**src/pwm16_pkg.sv**
```systemverilog
// Package with constants and types for the dual-slope PWM timer
package pwm16_pkg;
  // ----------------------------------------
  // Register map (APB byte addresses)
  // ----------------------------------------
  localparam logic [7:0] ADDR_CTRL = 8'h00;
  localparam logic [7:0] ADDR_COUNT = 8'h04;
  localparam logic [7:0] ADDR_CMP_A = 8'h08;
  localparam logic [7:0] ADDR_CMP_B = 8'h0C;
  localparam logic [7:0] ADDR_CAPT = 8'h10;
  localparam logic [7:0] ADDR_FLAGS = 8'h14;
  // ----------------------------------------
  // Control field positions
  // ----------------------------------------
  localparam int CTRL_MODE_LSB = 0;
  localparam int CTRL_PRE_LSB = 4;
  localparam int CTRL_COMA_LSB = 8;
  localparam int CTRL_COMB_LSB = 10;
  localparam int CTRL_DIRA_BIT = 12;
  localparam int CTRL_DIRB_BIT = 13;
  // Flag bit positions
  localparam int FLG_OVF = 0;
  localparam int FLG_CMPA = 1;
  localparam int FLG_CMPB = 2;
  localparam int FLG_CAPT = 3;
  // ----------------------------------------
  // Mode codes and TOP values
  // ----------------------------------------
  localparam logic [3:0] MODE_PC8 = 4'h1;
  localparam logic [3:0] MODE_PC9 = 4'h2;
  localparam logic [3:0] MODE_PC10 = 4'h3;
  localparam logic [3:0] MODE_PFC_CAPT = 4'h8;
  localparam logic [3:0] MODE_PFC_CMPA = 4'h9;
  localparam logic [3:0] MODE_PC_CAPT = 4'hA;
  localparam logic [3:0] MODE_PC_CMPA = 4'hB;
  localparam logic [15:0] TOP_8 = 16'h00FF;
  localparam logic [15:0] TOP_9 = 16'h01FF;
  localparam logic [15:0] TOP_10 = 16'h03FF;
  localparam logic [15:0] COUNT_FLOOR = 16'h0000;
  localparam logic [15:0] COUNT_STEP = 16'h0001;
  // Compare output codes
  localparam logic [1:0] COM_OFF = 2'h0;
  localparam logic [1:0] COM_TOGGLE = 2'h1;
  localparam logic [1:0] COM_NONINV = 2'h2;
  localparam logic [1:0] COM_INV = 2'h3;
  // Prescaler select codes and divide counts
  localparam logic [2:0] PRE_STOP = 3'h0;
  localparam logic [2:0] PRE_1 = 3'h1;
  localparam logic [2:0] PRE_8 = 3'h2;
  localparam logic [2:0] PRE_64 = 3'h3;
  localparam logic [2:0] PRE_256 = 3'h4;
  localparam logic [2:0] PRE_1024 = 3'h5;
  localparam logic [9:0] DIV_8_LAST = 10'h007;
  localparam logic [9:0] DIV_64_LAST = 10'h03F;
  localparam logic [9:0] DIV_256_LAST = 10'h0FF;
  localparam logic [9:0] DIV_1024_LAST = 10'h3FF;
  localparam logic [9:0] DIV_ONE = 10'h001;
  // ----------------------------------------
  // Types
  // ----------------------------------------
  // Count direction
  typedef enum logic {DIR_UP = 1'b0, DIR_DOWN = 1'b1} dir_t;
  // Per-channel output config
  typedef struct packed {
    logic [1:0] code;
    logic dir;
  } chan_cfg_t;
endpackage : pwm16_pkg

```
**src/pwm16_dual_slope.sv**
```systemverilog
// Dual-slope PWM timer with APB register access
//
// Design decisions made here: the address map and the APB register port.
`timescale 1ns/1ps
// What this block does
// Modes 1,2,3,A,B run phase correct
// TOP from fixed value, capture or A
// Modes 8,9 run phase-frequency correct
// Counter holds TOP one tick, reverses
// Software keeps register TOP at least 3
// Code 2 clears up, sets down; 3 inverse
// Phase correct sets overflow at floor
// Phase correct: buffers load and flag at TOP
// Freq correct: buffers load, overflow at floor
// Freq correct: flag set when reaching TOP
// Channel flag set on compare match
// Fixed TOP masks high compare bits on write
// Software keeps TOP above compare values
// Compare zero low, equal TOP high
// Mode B code 1 toggles output A
// Mode 9 code 1 toggles output A
// Pin driven only when direction is output
// Prescaler divides by 1,8,64,256,1024
// Software prefers freq correct for TOP changes
// Code 0 leaves pin disconnected
// Code 1 disconnects elsewhere and channel B
// Updates on tick; reset zero, counting up
module pwm16_dual_slope (
  input wire logic i_clk,
  input wire logic i_reset,
  input wire logic i_psel,
  input wire logic i_penable,
  input wire logic i_pwrite,
  input wire logic [7:0] i_paddr,
  input wire logic [31:0] i_pwdata,
  output logic [31:0] o_prdata,
  output logic o_pready,
  output logic o_pslverr,
  output logic o_waveform_out_a,
  output logic o_waveform_out_b,
  output logic o_pin_drive_en_a_n,
  output logic o_pin_drive_en_b_n
);
  // ----------------------------------------
  // Functions
  // ----------------------------------------
  // Fixed-resolution mask for compare writes
  function automatic logic [15:0] fixed_mask(input logic [3:0] mode);
    case (mode)
      pwm16_pkg::MODE_PC8: fixed_mask = pwm16_pkg::TOP_8;
      pwm16_pkg::MODE_PC9: fixed_mask = pwm16_pkg::TOP_9;
      pwm16_pkg::MODE_PC10: fixed_mask = pwm16_pkg::TOP_10;
      default: fixed_mask = 16'hFFFF;
    endcase
  endfunction : fixed_mask
  // Waveform next level for one channel
  function automatic logic wave_next(input logic cur, input logic [1:0] code,
      input logic match, input logic down, input logic toggle_ok);
    wave_next = cur;
    if (match) begin
      case (code)
        // Clear up, set down
        pwm16_pkg::COM_NONINV: wave_next = down;
        pwm16_pkg::COM_INV: wave_next = !down;
        // Toggle on match
        pwm16_pkg::COM_TOGGLE: wave_next = toggle_ok ? !cur : cur;
        default: wave_next = cur;
      endcase
    end
  endfunction : wave_next
  // ----------------------------------------
  // State
  // ----------------------------------------
  logic [15:0] ctrl_r, ctrl_nxt; // Mode, prescale, codes, directions
  logic [15:0] count_value_r, count_value_nxt;
  logic [15:0] compare_value_a_r, compare_value_a_nxt, compare_value_b_r, compare_value_b_nxt;
  logic [15:0] buf_a_r, buf_a_nxt, buf_b_r, buf_b_nxt; // Software-written buffers
  logic [15:0] capture_value_r, capture_value_nxt; // Not buffered
  logic [3:0] flags_r, flags_nxt; // Sticky event flags
  logic dir_r, dir_nxt; // Count direction
  logic wave_a_r, wave_a_nxt, wave_b_r, wave_b_nxt; // Waveform levels before the pins
  logic [9:0] pre_cnt_r, pre_cnt_nxt; // Prescaler counter
  logic tick_r, tick_nxt; // Timer clock enable
  logic [31:0] prdata_r, prdata_nxt;
  logic pready_r, pready_nxt, pslverr_r, pslverr_nxt; // Bus answer strobes
  logic out_a_r, out_a_nxt, out_b_r, out_b_nxt;
  logic en_a_n_r, en_a_n_nxt, en_b_n_r, en_b_n_nxt;
  // Decoded fields
  logic [3:0] mode;
  logic [2:0] pre_sel;
  pwm16_pkg::chan_cfg_t cfg_a, cfg_b;
  logic pc_mode, pfc_mode, dual_mode, top_is_a, top_is_capt;
  logic [15:0] top_value;
  logic [9:0] div_last;
  logic at_top, at_floor, match_a, match_b, toggle_ok, wr_en, rd_en;
  // ----------------------------------------
  // Mode decode
  // ----------------------------------------
  always_comb begin
    mode = ctrl_r[pwm16_pkg::CTRL_MODE_LSB +: 4];
    pre_sel = ctrl_r[pwm16_pkg::CTRL_PRE_LSB +: 3];
    cfg_a.code = ctrl_r[pwm16_pkg::CTRL_COMA_LSB +: 2];
    cfg_a.dir = ctrl_r[pwm16_pkg::CTRL_DIRA_BIT];
    cfg_b.code = ctrl_r[pwm16_pkg::CTRL_COMB_LSB +: 2];
    cfg_b.dir = ctrl_r[pwm16_pkg::CTRL_DIRB_BIT];
    // Phase correct codes
    pc_mode = mode inside {pwm16_pkg::MODE_PC8, pwm16_pkg::MODE_PC9, pwm16_pkg::MODE_PC10,
                           pwm16_pkg::MODE_PC_CAPT, pwm16_pkg::MODE_PC_CMPA};
    // Phase and frequency correct codes
    pfc_mode = (mode == pwm16_pkg::MODE_PFC_CAPT) || (mode == pwm16_pkg::MODE_PFC_CMPA);
    dual_mode = pc_mode || pfc_mode;
    top_is_a = (mode == pwm16_pkg::MODE_PC_CMPA) || (mode == pwm16_pkg::MODE_PFC_CMPA);
    top_is_capt = (mode == pwm16_pkg::MODE_PC_CAPT) || (mode == pwm16_pkg::MODE_PFC_CAPT);
    // TOP source selection
    top_value = top_is_a ? compare_value_a_r :
                (top_is_capt ? capture_value_r : fixed_mask(mode));
    // Toggle allowed only in A-as-TOP modes
    toggle_ok = top_is_a;
    at_top = (count_value_r == top_value);
    at_floor = (count_value_r == pwm16_pkg::COUNT_FLOOR);
    match_a = (count_value_r == compare_value_a_r);
    match_b = (count_value_r == compare_value_b_r);
    wr_en = i_psel && i_penable && i_pwrite && !pready_r;
    rd_en = i_psel && i_penable && !i_pwrite && !pready_r;
  end
  // ----------------------------------------
  // Prescaler
  // ----------------------------------------
  // Select divide count
  always_comb begin
    case (pre_sel)
      pwm16_pkg::PRE_8: div_last = pwm16_pkg::DIV_8_LAST;
      pwm16_pkg::PRE_64: div_last = pwm16_pkg::DIV_64_LAST;
      pwm16_pkg::PRE_256: div_last = pwm16_pkg::DIV_256_LAST;
      pwm16_pkg::PRE_1024: div_last = pwm16_pkg::DIV_1024_LAST;
      default: div_last = '0;
    endcase
    pre_cnt_nxt = pre_cnt_r;
    tick_nxt = 1'b0;
    // Stopped prescaler gives no tick
    if (pre_sel == pwm16_pkg::PRE_STOP || pre_sel > pwm16_pkg::PRE_1024) begin
      pre_cnt_nxt = '0;
    end else if (pre_cnt_r >= div_last) begin
      pre_cnt_nxt = '0;
      tick_nxt = 1'b1;
    end else begin
      pre_cnt_nxt = pre_cnt_r + pwm16_pkg::DIV_ONE;
    end
  end
  // ----------------------------------------
  // Counter, compares, flags, waveforms, APB
  // ----------------------------------------
  always_comb begin
    ctrl_nxt = ctrl_r;
    count_value_nxt = count_value_r;
    compare_value_a_nxt = compare_value_a_r;
    compare_value_b_nxt = compare_value_b_r;
    buf_a_nxt = buf_a_r;
    buf_b_nxt = buf_b_r;
    capture_value_nxt = capture_value_r;
    flags_nxt = flags_r;
    dir_nxt = dir_r;
    wave_a_nxt = wave_a_r;
    wave_b_nxt = wave_b_r;
    prdata_nxt = '0;
    pready_nxt = 1'b0;
    pslverr_nxt = 1'b0;
    // Software writes come first so hardware sets win
    if (wr_en) begin
      pready_nxt = 1'b1;
      case (i_paddr)
        pwm16_pkg::ADDR_CTRL: ctrl_nxt = i_pwdata[15:0];
        pwm16_pkg::ADDR_COUNT: count_value_nxt = i_pwdata[15:0];
        // Mask compare writes to fixed resolution
        pwm16_pkg::ADDR_CMP_A: buf_a_nxt = i_pwdata[15:0] & fixed_mask(mode);
        pwm16_pkg::ADDR_CMP_B: buf_b_nxt = i_pwdata[15:0] & fixed_mask(mode);
        pwm16_pkg::ADDR_CAPT: capture_value_nxt = i_pwdata[15:0];
        // Write one to clear
        pwm16_pkg::ADDR_FLAGS: flags_nxt = flags_r & ~i_pwdata[3:0];
        default: pslverr_nxt = 1'b1;
      endcase
    end else if (rd_en) begin
      pready_nxt = 1'b1;
      case (i_paddr)
        pwm16_pkg::ADDR_CTRL: prdata_nxt = {16'h0000, ctrl_r};
        pwm16_pkg::ADDR_COUNT: prdata_nxt = {16'h0000, count_value_r};
        pwm16_pkg::ADDR_CMP_A: prdata_nxt = {16'h0000, buf_a_r};
        pwm16_pkg::ADDR_CMP_B: prdata_nxt = {16'h0000, buf_b_r};
        pwm16_pkg::ADDR_CAPT: prdata_nxt = {16'h0000, capture_value_r};
        pwm16_pkg::ADDR_FLAGS: prdata_nxt = {28'h0000_000, flags_r};
        default: pslverr_nxt = 1'b1;
      endcase
    end
    // All dual-slope timer updates qualified by tick
    if (tick_r && dual_mode) begin
      // Channel flags on match
      if (match_a) flags_nxt[pwm16_pkg::FLG_CMPA] = 1'b1;
      if (match_b) flags_nxt[pwm16_pkg::FLG_CMPB] = 1'b1;
      // Waveform actions on match
      wave_a_nxt = wave_next(wave_a_r, cfg_a.code, match_a, dir_r, toggle_ok);
      wave_b_nxt = wave_next(wave_b_r, cfg_b.code, match_b, dir_r, 1'b0);
      // Extremes under code 2: zero stays low, TOP stays high; code 3 the opposite
      if (match_a && cfg_a.code[1] && (at_floor || at_top)) wave_a_nxt = cfg_a.code[0] ^ at_top;
      if (match_b && cfg_b.code[1] && (at_floor || at_top)) wave_b_nxt = cfg_b.code[0] ^ at_top;
      if (at_top) begin
        // Hold TOP one tick then count down
        dir_nxt = pwm16_pkg::DIR_DOWN;
        count_value_nxt = count_value_r - pwm16_pkg::COUNT_STEP;
        // Phase correct loads at TOP; flag at TOP
        if (top_is_a) flags_nxt[pwm16_pkg::FLG_CMPA] = 1'b1;
        if (top_is_capt) flags_nxt[pwm16_pkg::FLG_CAPT] = 1'b1;
        if (pc_mode) begin
          compare_value_a_nxt = buf_a_r;
          compare_value_b_nxt = buf_b_r;
        end
      end else if (at_floor) begin
        dir_nxt = pwm16_pkg::DIR_UP;
        count_value_nxt = count_value_r + pwm16_pkg::COUNT_STEP;
        // Overflow at floor
        flags_nxt[pwm16_pkg::FLG_OVF] = 1'b1;
        // Freq correct loads at floor
        if (pfc_mode) begin
          compare_value_a_nxt = buf_a_r;
          compare_value_b_nxt = buf_b_r;
        end
      end else if (dir_r == pwm16_pkg::DIR_DOWN) begin
        count_value_nxt = count_value_r - pwm16_pkg::COUNT_STEP;
      end else begin
        count_value_nxt = count_value_r + pwm16_pkg::COUNT_STEP;
      end
    end else if (!dual_mode) begin
      // Unsupported modes: buffers pass straight through
      compare_value_a_nxt = buf_a_r;
      compare_value_b_nxt = buf_b_r;
    end
  end
  // ----------------------------------------
  // Pin output stage
  // ----------------------------------------
  always_comb begin
    // Connected only for nonzero codes
    // Code 1 connects A only in toggle modes
    // Drive only when direction bit set
    en_a_n_nxt = !(cfg_a.dir && dual_mode && (cfg_a.code[1] ||
                  (cfg_a.code == pwm16_pkg::COM_TOGGLE && toggle_ok)));
    en_b_n_nxt = !(cfg_b.dir && dual_mode && cfg_b.code[1]);
    out_a_nxt = wave_a_nxt;
    out_b_nxt = wave_b_nxt;
  end
  // ----------------------------------------
  // Registers
  // ----------------------------------------
  // Synchronous reset to zero except the active-low drive enables (high), counting up
  always_ff @(posedge i_clk) begin
    if (i_reset) begin
      ctrl_r <= '0;
      count_value_r <= '0;
      compare_value_a_r <= '0;
      compare_value_b_r <= '0;
      buf_a_r <= '0;
      buf_b_r <= '0;
      capture_value_r <= '0;
      flags_r <= '0;
      dir_r <= pwm16_pkg::DIR_UP;
      wave_a_r <= 1'b0;
      wave_b_r <= 1'b0;
      pre_cnt_r <= '0;
      tick_r <= 1'b0;
      prdata_r <= '0;
      pready_r <= 1'b0;
      pslverr_r <= 1'b0;
      out_a_r <= 1'b0;
      out_b_r <= 1'b0;
      en_a_n_r <= 1'b1;
      en_b_n_r <= 1'b1;
    end else begin
      ctrl_r <= ctrl_nxt;
      count_value_r <= count_value_nxt;
      compare_value_a_r <= compare_value_a_nxt;
      compare_value_b_r <= compare_value_b_nxt;
      buf_a_r <= buf_a_nxt;
      buf_b_r <= buf_b_nxt;
      capture_value_r <= capture_value_nxt;
      flags_r <= flags_nxt;
      dir_r <= dir_nxt;
      wave_a_r <= wave_a_nxt;
      wave_b_r <= wave_b_nxt;
      pre_cnt_r <= pre_cnt_nxt;
      tick_r <= tick_nxt;
      prdata_r <= prdata_nxt;
      pready_r <= pready_nxt;
      pslverr_r <= pslverr_nxt;
      out_a_r <= out_a_nxt;
      out_b_r <= out_b_nxt;
      en_a_n_r <= en_a_n_nxt;
      en_b_n_r <= en_b_n_nxt;
    end
  end
  assign o_prdata = prdata_r;
  assign o_pready = pready_r;
  assign o_pslverr = pslverr_r;
  assign o_waveform_out_a = out_a_r;
  assign o_waveform_out_b = out_b_r;
  assign o_pin_drive_en_a_n = en_a_n_r;
  assign o_pin_drive_en_b_n = en_b_n_r;
  // ----------------------------------------
  // Assertions
  // ----------------------------------------
  a_top_reverse: assert property (@(posedge i_clk) disable iff (i_reset)
    (tick_r && dual_mode && at_top && !wr_en) |=> (dir_r == pwm16_pkg::DIR_DOWN))
    else $error("counter did not reverse at TOP");
  a_floor_overflow: assert property (@(posedge i_clk) disable iff (i_reset)
    (tick_r && dual_mode && at_floor && !at_top) |=> flags_r[pwm16_pkg::FLG_OVF])
    else $error("overflow flag missing at floor");
  a_match_flag: assert property (@(posedge i_clk) disable iff (i_reset)
    (tick_r && dual_mode && match_b) |=> flags_r[pwm16_pkg::FLG_CMPB])
    else $error("compare B flag missing");
  a_pc_load_top: assert property (@(posedge i_clk) disable iff (i_reset)
    (tick_r && pc_mode && at_top) |=> (compare_value_b_r == $past(buf_b_r)))
    else $error("compare not loaded at TOP");
  a_pfc_load_floor: assert property (@(posedge i_clk) disable iff (i_reset)
    (tick_r && pfc_mode && at_floor && !at_top) |=> (compare_value_b_r == $past(buf_b_r)))
    else $error("compare not loaded at floor");
  a_drive_gate: assert property (@(posedge i_clk) disable iff (i_reset)
    !cfg_b.dir |=> o_pin_drive_en_b_n)
    else $error("pin B driven without direction");
  a_chan_b_code1: assert property (@(posedge i_clk) disable iff (i_reset)
    (cfg_b.code == pwm16_pkg::COM_TOGGLE) |=> o_pin_drive_en_b_n)
    else $error("channel B connected under code 1");
  a_tick_stop: assert property (@(posedge i_clk) disable iff (i_reset)
    (pre_sel == pwm16_pkg::PRE_STOP) |=> !tick_r)
    else $error("tick while prescaler stopped");
  a_up_count: assert property (@(posedge i_clk) disable iff (i_reset)
    (tick_r && dual_mode && !at_top && !at_floor && dir_r == pwm16_pkg::DIR_UP && !wr_en)
    |=> (count_value_r == $past(count_value_r) + pwm16_pkg::COUNT_STEP))
    else $error("counter did not step up");
  c_top_hit: cover property (@(posedge i_clk) tick_r && pc_mode && at_top);
  c_pfc_floor: cover property (@(posedge i_clk) tick_r && pfc_mode && at_floor);
  c_toggle_a: cover property (@(posedge i_clk) tick_r && toggle_ok && match_a);
endmodule : pwm16_dual_slope

```
**config.mk**
```make
export PLATFORM = sky130hd
export DESIGN_NAME = pwm16_dual_slope
export DESIGN_NICKNAME = d
export VERILOG_FILES = /design/src/pwm16_pkg.sv /design/src/pwm16_dual_slope.sv
export SDC_FILE = /design/constraint.sdc
export NUM_CORES = 1
export LEC_CHECK = 0
export ABC_AREA = 1
export BUFFER_PORTS_ARGS = -buffer_cell sky130_fd_sc_hd__buf_2
export CORE_MARGIN = 4
export CORE_UTILIZATION = 60
export DETAILED_ROUTE_END_ITERATION = 12
export PLACE_DENSITY = 0.86
export SLEW_MARGIN = 20
export SYNTH_ARGS = -nofsm -noshare
export SYNTH_HDL_FRONTEND = slang
export SYNTH_SLANG_ARGS = --single-unit
export TNS_END_PERCENT = 1
```
**constraint.sdc**
```tcl
create_clock -name i_clk -period 2.4 [get_ports i_clk]
set_input_delay 0.36 -clock i_clk [delete_from_list [all_inputs] [get_ports i_clk]]
set_output_delay 0.36 -clock i_clk [all_outputs]
set_load 0.01 [all_outputs]
```
## After elaboration in Yosys (flattened, before gate mapping)

Index checks and enable logic that the tools add are counted.

- Eq/ne operators: 29
- Reductions and logical operators: 52
- Bitwise logic cells: 7
- Mux-type cells: 53
- $lt $le $gt $ge: 2
- Add/subtract/negate cells: 3

Operator list:

| kind | number |
|---|---|
| 16-bit 2-to-1 mux | 24 |
| 16-bit one-hot mux with 6 select lines | 1 |
| 16-bit == test | 3 |
| 16-bit one-hot mux with 3 select lines | 1 |
| 10-bit one-hot mux with 4 select lines | 1 |
| 16-bit AND | 2 |
| 1-bit 2-to-1 mux | 21 |
| 16-bit by 1-bit adder with 16-bit output (second input constant) | 1 |
| 4-bit == test (second input constant) | 4 |
| 8-bit by 4-bit == test with 1-bit output (second input constant) | 2 |
| 8-bit by 5-bit == test with 1-bit output (second input constant) | 2 |
| 16-bit logical NOT | 1 |
| 16-bit by 1-bit subtractor with 16-bit output (second input constant) | 1 |
| 1-bit logical AND | 15 |
| 4-bit 2-to-1 mux | 3 |
| 3-bit != test (second input constant) | 4 |
| 2-bit AND reduction | 6 |
| 10-bit by 1-bit adder with 10-bit output (second input constant) | 1 |
| 10-bit greater-or-equal comparator | 1 |
| 2-bit nonzero test | 5 |
| 2-bit == test (second input constant) | 4 |
| 4-bit by 2-bit == test with 1-bit output (second input constant) | 2 |
| 8-bit by 3-bit == test with 1-bit output (second input constant) | 1 |
| 8-bit logical NOT | 1 |
| other kinds (23) | 39 |

- Bits in registers: 166
- Word-level logic and storage cells: 164

## Longest topological paths before layout

- Depth in word-level cells: 9
- Depth in mapped cells: 19
- Mapped depth without buffers: 17

## Worst setup path before layout

No wires, ideal clock.

- Path kind: flip-flop to flip-flop
- From: reg ctrl_r[0]
- To: reg compare_value_a_r[0]
- Cell stages (with the launch flop): 18
- Path buffers: 3
- Arrival time: 1.995 ns
- Slack: 0.290 ns
- Period minus slack after synthesis: 2.110 ns
- Path through: dfxtp_1 > buf_4 > inv_4 > nand2_1 > nand2_2 > nand2_2 > buf_6 > nand4_1 > nand2_1 > inv_1 > nand2_1 > nor2_1 > nand3_2 > o21ai_4 > buf_6 > nand3_1 > nand2_1 > nor2_1

- Longest elaborated chain between the ends: 7
- Elaborated cells between the ends (all ways): 24
- Classes of those cells: 12 x eq/ne; 5 x mux; 7 x reduce/logical

Ends and longest elaborated chain:

| what | line | text |
|---|---|---|
| start: declaration | pwm16_dual_slope.sv:74 | `logic [15:0] ctrl_r, ctrl_nxt;` |
| start signal: assignment | pwm16_dual_slope.sv:277 | `ctrl_r <= ctrl_nxt;` |
| 4-bit by 2-bit == test with 1-bit output (tied with other cells) | pwm16_dual_slope.sv:49, pwm16_dual_slope.sv:107 |  |
| 16-bit one-hot mux with 3 select lines or 1-bit logical OR (tied branches) | pwm16_dual_slope.sv:49, pwm16_dual_slope.sv:113 |  |
| 16-bit 2-to-1 mux | pwm16_dual_slope.sv:116 | `(top_is_capt ? capture_value_r : fixed_mask(mode));` |
| 16-bit 2-to-1 mux | pwm16_dual_slope.sv:115 | `top_value = top_is_a ? compare_value_a_r :` |
| 16-bit == test | pwm16_dual_slope.sv:119 | `at_top = (count_value_r == top_value);` |
| 3-bit != test (no source line) or 16-bit 2-to-1 mux (tied branches) | - |  |
| 4-bit AND reduction (no source line) or 16-bit 2-to-1 mux (tied branches) | - |  |
| end signal: assignment | pwm16_dual_slope.sv:279 | `compare_value_a_r <= compare_value_a_nxt;` |
| end: declaration | pwm16_dual_slope.sv:76 | `logic [15:0] compare_value_a_r, compare_value_a_nxt, compare_value_b_r, compare_value_b_nxt;` |

Several ways; a longest one is shown, not always the timed one.
A chain may end at the register's enable or synchronous reset.

## Final worst setup path

- From: reg ctrl_r[3]
- To: reg compare_value_a_r[9]

Same word-level chain as after synthesis.

==> summary.md <==
| Metric | Value |
|---|---|
| Outcome | complete, but fails checks |
| Failing checks | negative setup slack |
| DRC Markers | 0 |
| Fmax | approximately 0.40 GHz |
| DRT Pass-1 Iters | 6 |
| First-pass GRT wire length | 45900 um |
| Area of the multi-input gates | 4920 sq um |
| Final ANT Viol Nets | 0 |
| Final period util | 103% |
| Initial drt markers | about 1400 |
| Initial antenna violation count | 0 |
| IO buf count | 50 |
| Die Y | between 100 and 150 um |
| Post-synth EDFFs | 0 |
| Vias post-DR | 9712 |
| Hold Buf Count CTS | 0 |
| Hold Vio Cnt, Final | 0 |
| CTS max path bufs | 2 |
| Reg2Reg Setup Slack | -0.08 ns |
| FF+latch count, synth | 150 |
| Leak Pwr | roughly 4.7 nW |
| Post-synth top cells | 226 x nand2_1, 150 x dfxtp_1, 143 x a21oi_1, 137 x nor2_1, 132 x inv_1 |
| Worst flop-to-flop path startpoint | ctrl_r[3] |
| Die area | roughly 17000 sq um |
| Core area | about 14000 sq um |
| Final Worst Setup Slack | -0.0783 ns |
| Register area | 3010 sq um |
| Clock-pin slew on the worst setup and hold paths | around 0.06 ns |
| CTS tree | done |
| Routed wire length | between 30000 and 40000 um |
| Worst-Margin Slew | slightly below 0.7 ns |
| Row cnt | 43 |
| Worst slack, placed | -0.0566 ns |
| Top-count cell post-synth | nand2_1 |
| Register area share after synthesis | roughly a third |
| Critical R2R Capture | compare_value_a_r[9] |
| Core Util, Final | between 70% and 80% |
| Count of final setup violators | 3 |
| Initial Utilization | 62.0% |
| Hold WC Path Type | input pin to register |
| Nets | approximately 1500 |
| Max-slew headroom | about 55% |
| Tot GR Track Use | 35.4% |
| GP Congestion | around 1.0 |
| IO Pins | 83 |
| Critical path type | register to register |
| Hold path depth | 2 |
| CTS Sinks | 150 |
| Synth top area share | between 30% and 40% |
| Worst-path cell chain | inv_2, nor2_1, buf_4, nand3_1, nand3_1, nand2_1, nor2_1, nand2_1, nor2_4, nand3_4, nand2_2, nand3_4, clkbuf_16, a21oi_1, nor2_1 |
| VDD IR max | between 0.0006 and 0.0007 V |
| Mapped Avg Cell Area | approximately 6.7 sq um |
| Total grt overflow | 0 |
| Req. time, crit path | 2.71 ns |
| Largest net degree at the start of global routing | 91 |
| RSZ-0062 raised after global routing | true |
| Slowest stage cell, crit path | dfxtp_2 |
| Critical Path End Type | register |
| Syn Inst Count | ~1300 |
| Number of vias per cell | roughly 6.1 |
| Yosys cell types | 41 |
| Worst Hold End | o_pready |
| Fillcell total | approximately 1100 |
| Largest stage delay, worst path | between 0.3 and 0.4 ns |
| Ratio of cells with drive above 1 in the final layout | 16.3% |
| Worst hold slack | 0.136 ns |
| DP Wirelength | ~21000 um |
| # diodes | 0 |
| Drt wl/cell | approximately 19 um |
| Fin. max-slew vios | 0 |
| CP Max Fanout | 10 |
| Synth Warn # | 0 |
| Async S/R FF share, synth | 0% |
| Synth top area cells | dfxtp_1 34%, nand2_1 9.7%, a21oi_1 8.2% |
| Die Wd | 129 um |
| Critical Path AT | around 2.8 ns |
| Area growth from synthesis to layout | 20.6% |
| Vias in the first global route | just under 9000 |
| Max-cap violation count | 0 |
| HP Start | i_reset |
| CP startpoint kind | register |
| Root buffer cell | clkbuf_16 |
| Layout Skew | 0.00738 ns |
| Tmin final | roughly 2.5 ns |
| Htree depth | 4 |
| R2R cell count | 15 |
| CTS Buf Count | 17 |
| Clock Latency Late Sink | about 0.43 ns |
| Pwr Density | between 500 and 600 nW/um^2 |
| Ys flop type | dfxtp_1 |
| Synthesized cell area | 8740 sq um |
| Most common cell type on the critical path | nor2_1 |
| Synth area leader | dfxtp_1 |
## area by class of cell
type                    instances  area share [%]
clock buffers                  18            4.17
repair buffers                154            11.7
clock inverters                14            1.86
inverters                     137            4.90
well taps                     180            2.14
multi-input cells             948            46.7
flip-flops and latches        150            28.5
## layout by cell type, fill, tap and decap left out, types with 5 or more instances in the layout
cell type / count
a21oi_1: 137
o21ai_0: 104
o22ai_1: 21
nand2_2: 5
buf_12: 9
a31oi_1: 11
buf_4: 87
conb_1: 16
nand2_1: 222
nand3_2: 5
nor3_1: 25
clkbuf_16: 20
or2_2: 8
a21oi_2: 5
nand4_1: 36
xor2_1: 31
nand3_1: 101
a211oi_1: 7
nor4_1: 6
o211ai_1: 5
ha_1: 14
xnor2_1: 23
inv_1: 130
buf_2: 50
nor2_1: 134
dfxtp_1: 147
nor3b_1: 5
## critical path, delay by kind of cell, from the launching register on
family / cells / cell delay, ns
compound gates: 1 / 0.21
buf+inv: 3 / 0.48
flops: 1 / 0.37
simple gates: 11 / 1.30
## metrics by stage
step | total power, mW | instance area, sq um | setup TNS [ns] | instances
2_1_floorplan | 2.65 | 8800 | 0 | 1327
3_3_place_gp | 2.70 | 9580 | -0.151 | 1559
3_5_place_dp | 2.71 | 9580 | -0.847 | 1559
4_1_cts | 5.55 | 10300 | 0 | 1594
5_1_grt | 5.69 | 10500 | -2.09 | 1601
6_report | 5.57 | 10500 | -0.0890 | 1601
## repair_timing
action,4_1_cts,5_1_grt
gates resized for setup,6,34
buffers inserted,2,3
endpoints found under the hold margin,0,0
endpoints found under the setup margin,34,61
gates cloned,1,4
pin swaps,1,6
## metal layers
| metal | wire length [um] | track usage (%) | part of all wire (%) |
|---|---|---|---|
| met4 | 1210 | 15.1 | 4.0 |
| met2 | 13600 | 54.2 | 45 |
| met5 | 0 | 0 | 0 |
| met3 | 3910 | 8.51 | 13 |
| met1 | 11600 | 47.7 | 38 |
## kinds of logic (layout without fill, tap and decap cells)
| logic type | count (synthesis) | after routing | synth area share, % |
|---|---|---|---|
| AO/OA/AOI/OAI | 298 | 298 | 18.2 |
| XOR/XNOR | 55 | 55 | 5.51 |
| adder cells (fa/ha/maj) | 14 | 14 | 2.00 |
| buffers and inverters | 230 | 323 | 11.5 |
| flip-flops | 150 | 150 | 34.4 |
| other | 1 | 16 | 0.0429 |
| AND/OR/NAND/NOR | 564 | 565 | 28.3 |
## worst max path at each step
stage                          from               endpoint  slack [ns]  cells after the start
final                     ctrl_r[3]   compare_value_a_r[9]       -0.08                     15
after CTS                 ctrl_r[0]   compare_value_a_r[1]       0.002                     16
after global routing      ctrl_r[3]   compare_value_a_r[9]       -0.18                     15
after global placement    ctrl_r[3]  compare_value_a_r[14]       -0.01                     16
after floorplan           ctrl_r[0]   compare_value_a_r[0]        0.29                     17
after detailed placement  ctrl_r[3]   compare_value_a_r[5]       -0.06                     16
## power by group
part / internal (mW) / switching [mW] / leakage (nW)
clock network: 1.78 / 1.13 / 0.309
registers: 2.49 / 0.00234 / 1.21
logic: 0.0444 / 0.126 / 3.14
## flip-flops by register name (all words and copies together) (netlist names), 4 cells and up
| name | cells |
|---|---|
| count_value_r | 16 |
| buf_b_r | 16 |
| flags_r | 4 |
| ctrl_r | 16 |
| pre_cnt_r | 10 |
| o_prdata | 16 |
| buf_a_r | 16 |
| compare_value_a_r | 16 |
| compare_value_b_r | 16 |
| capture_value_r | 16 |
Note: power is estimated with default switching activity, not from simulation.
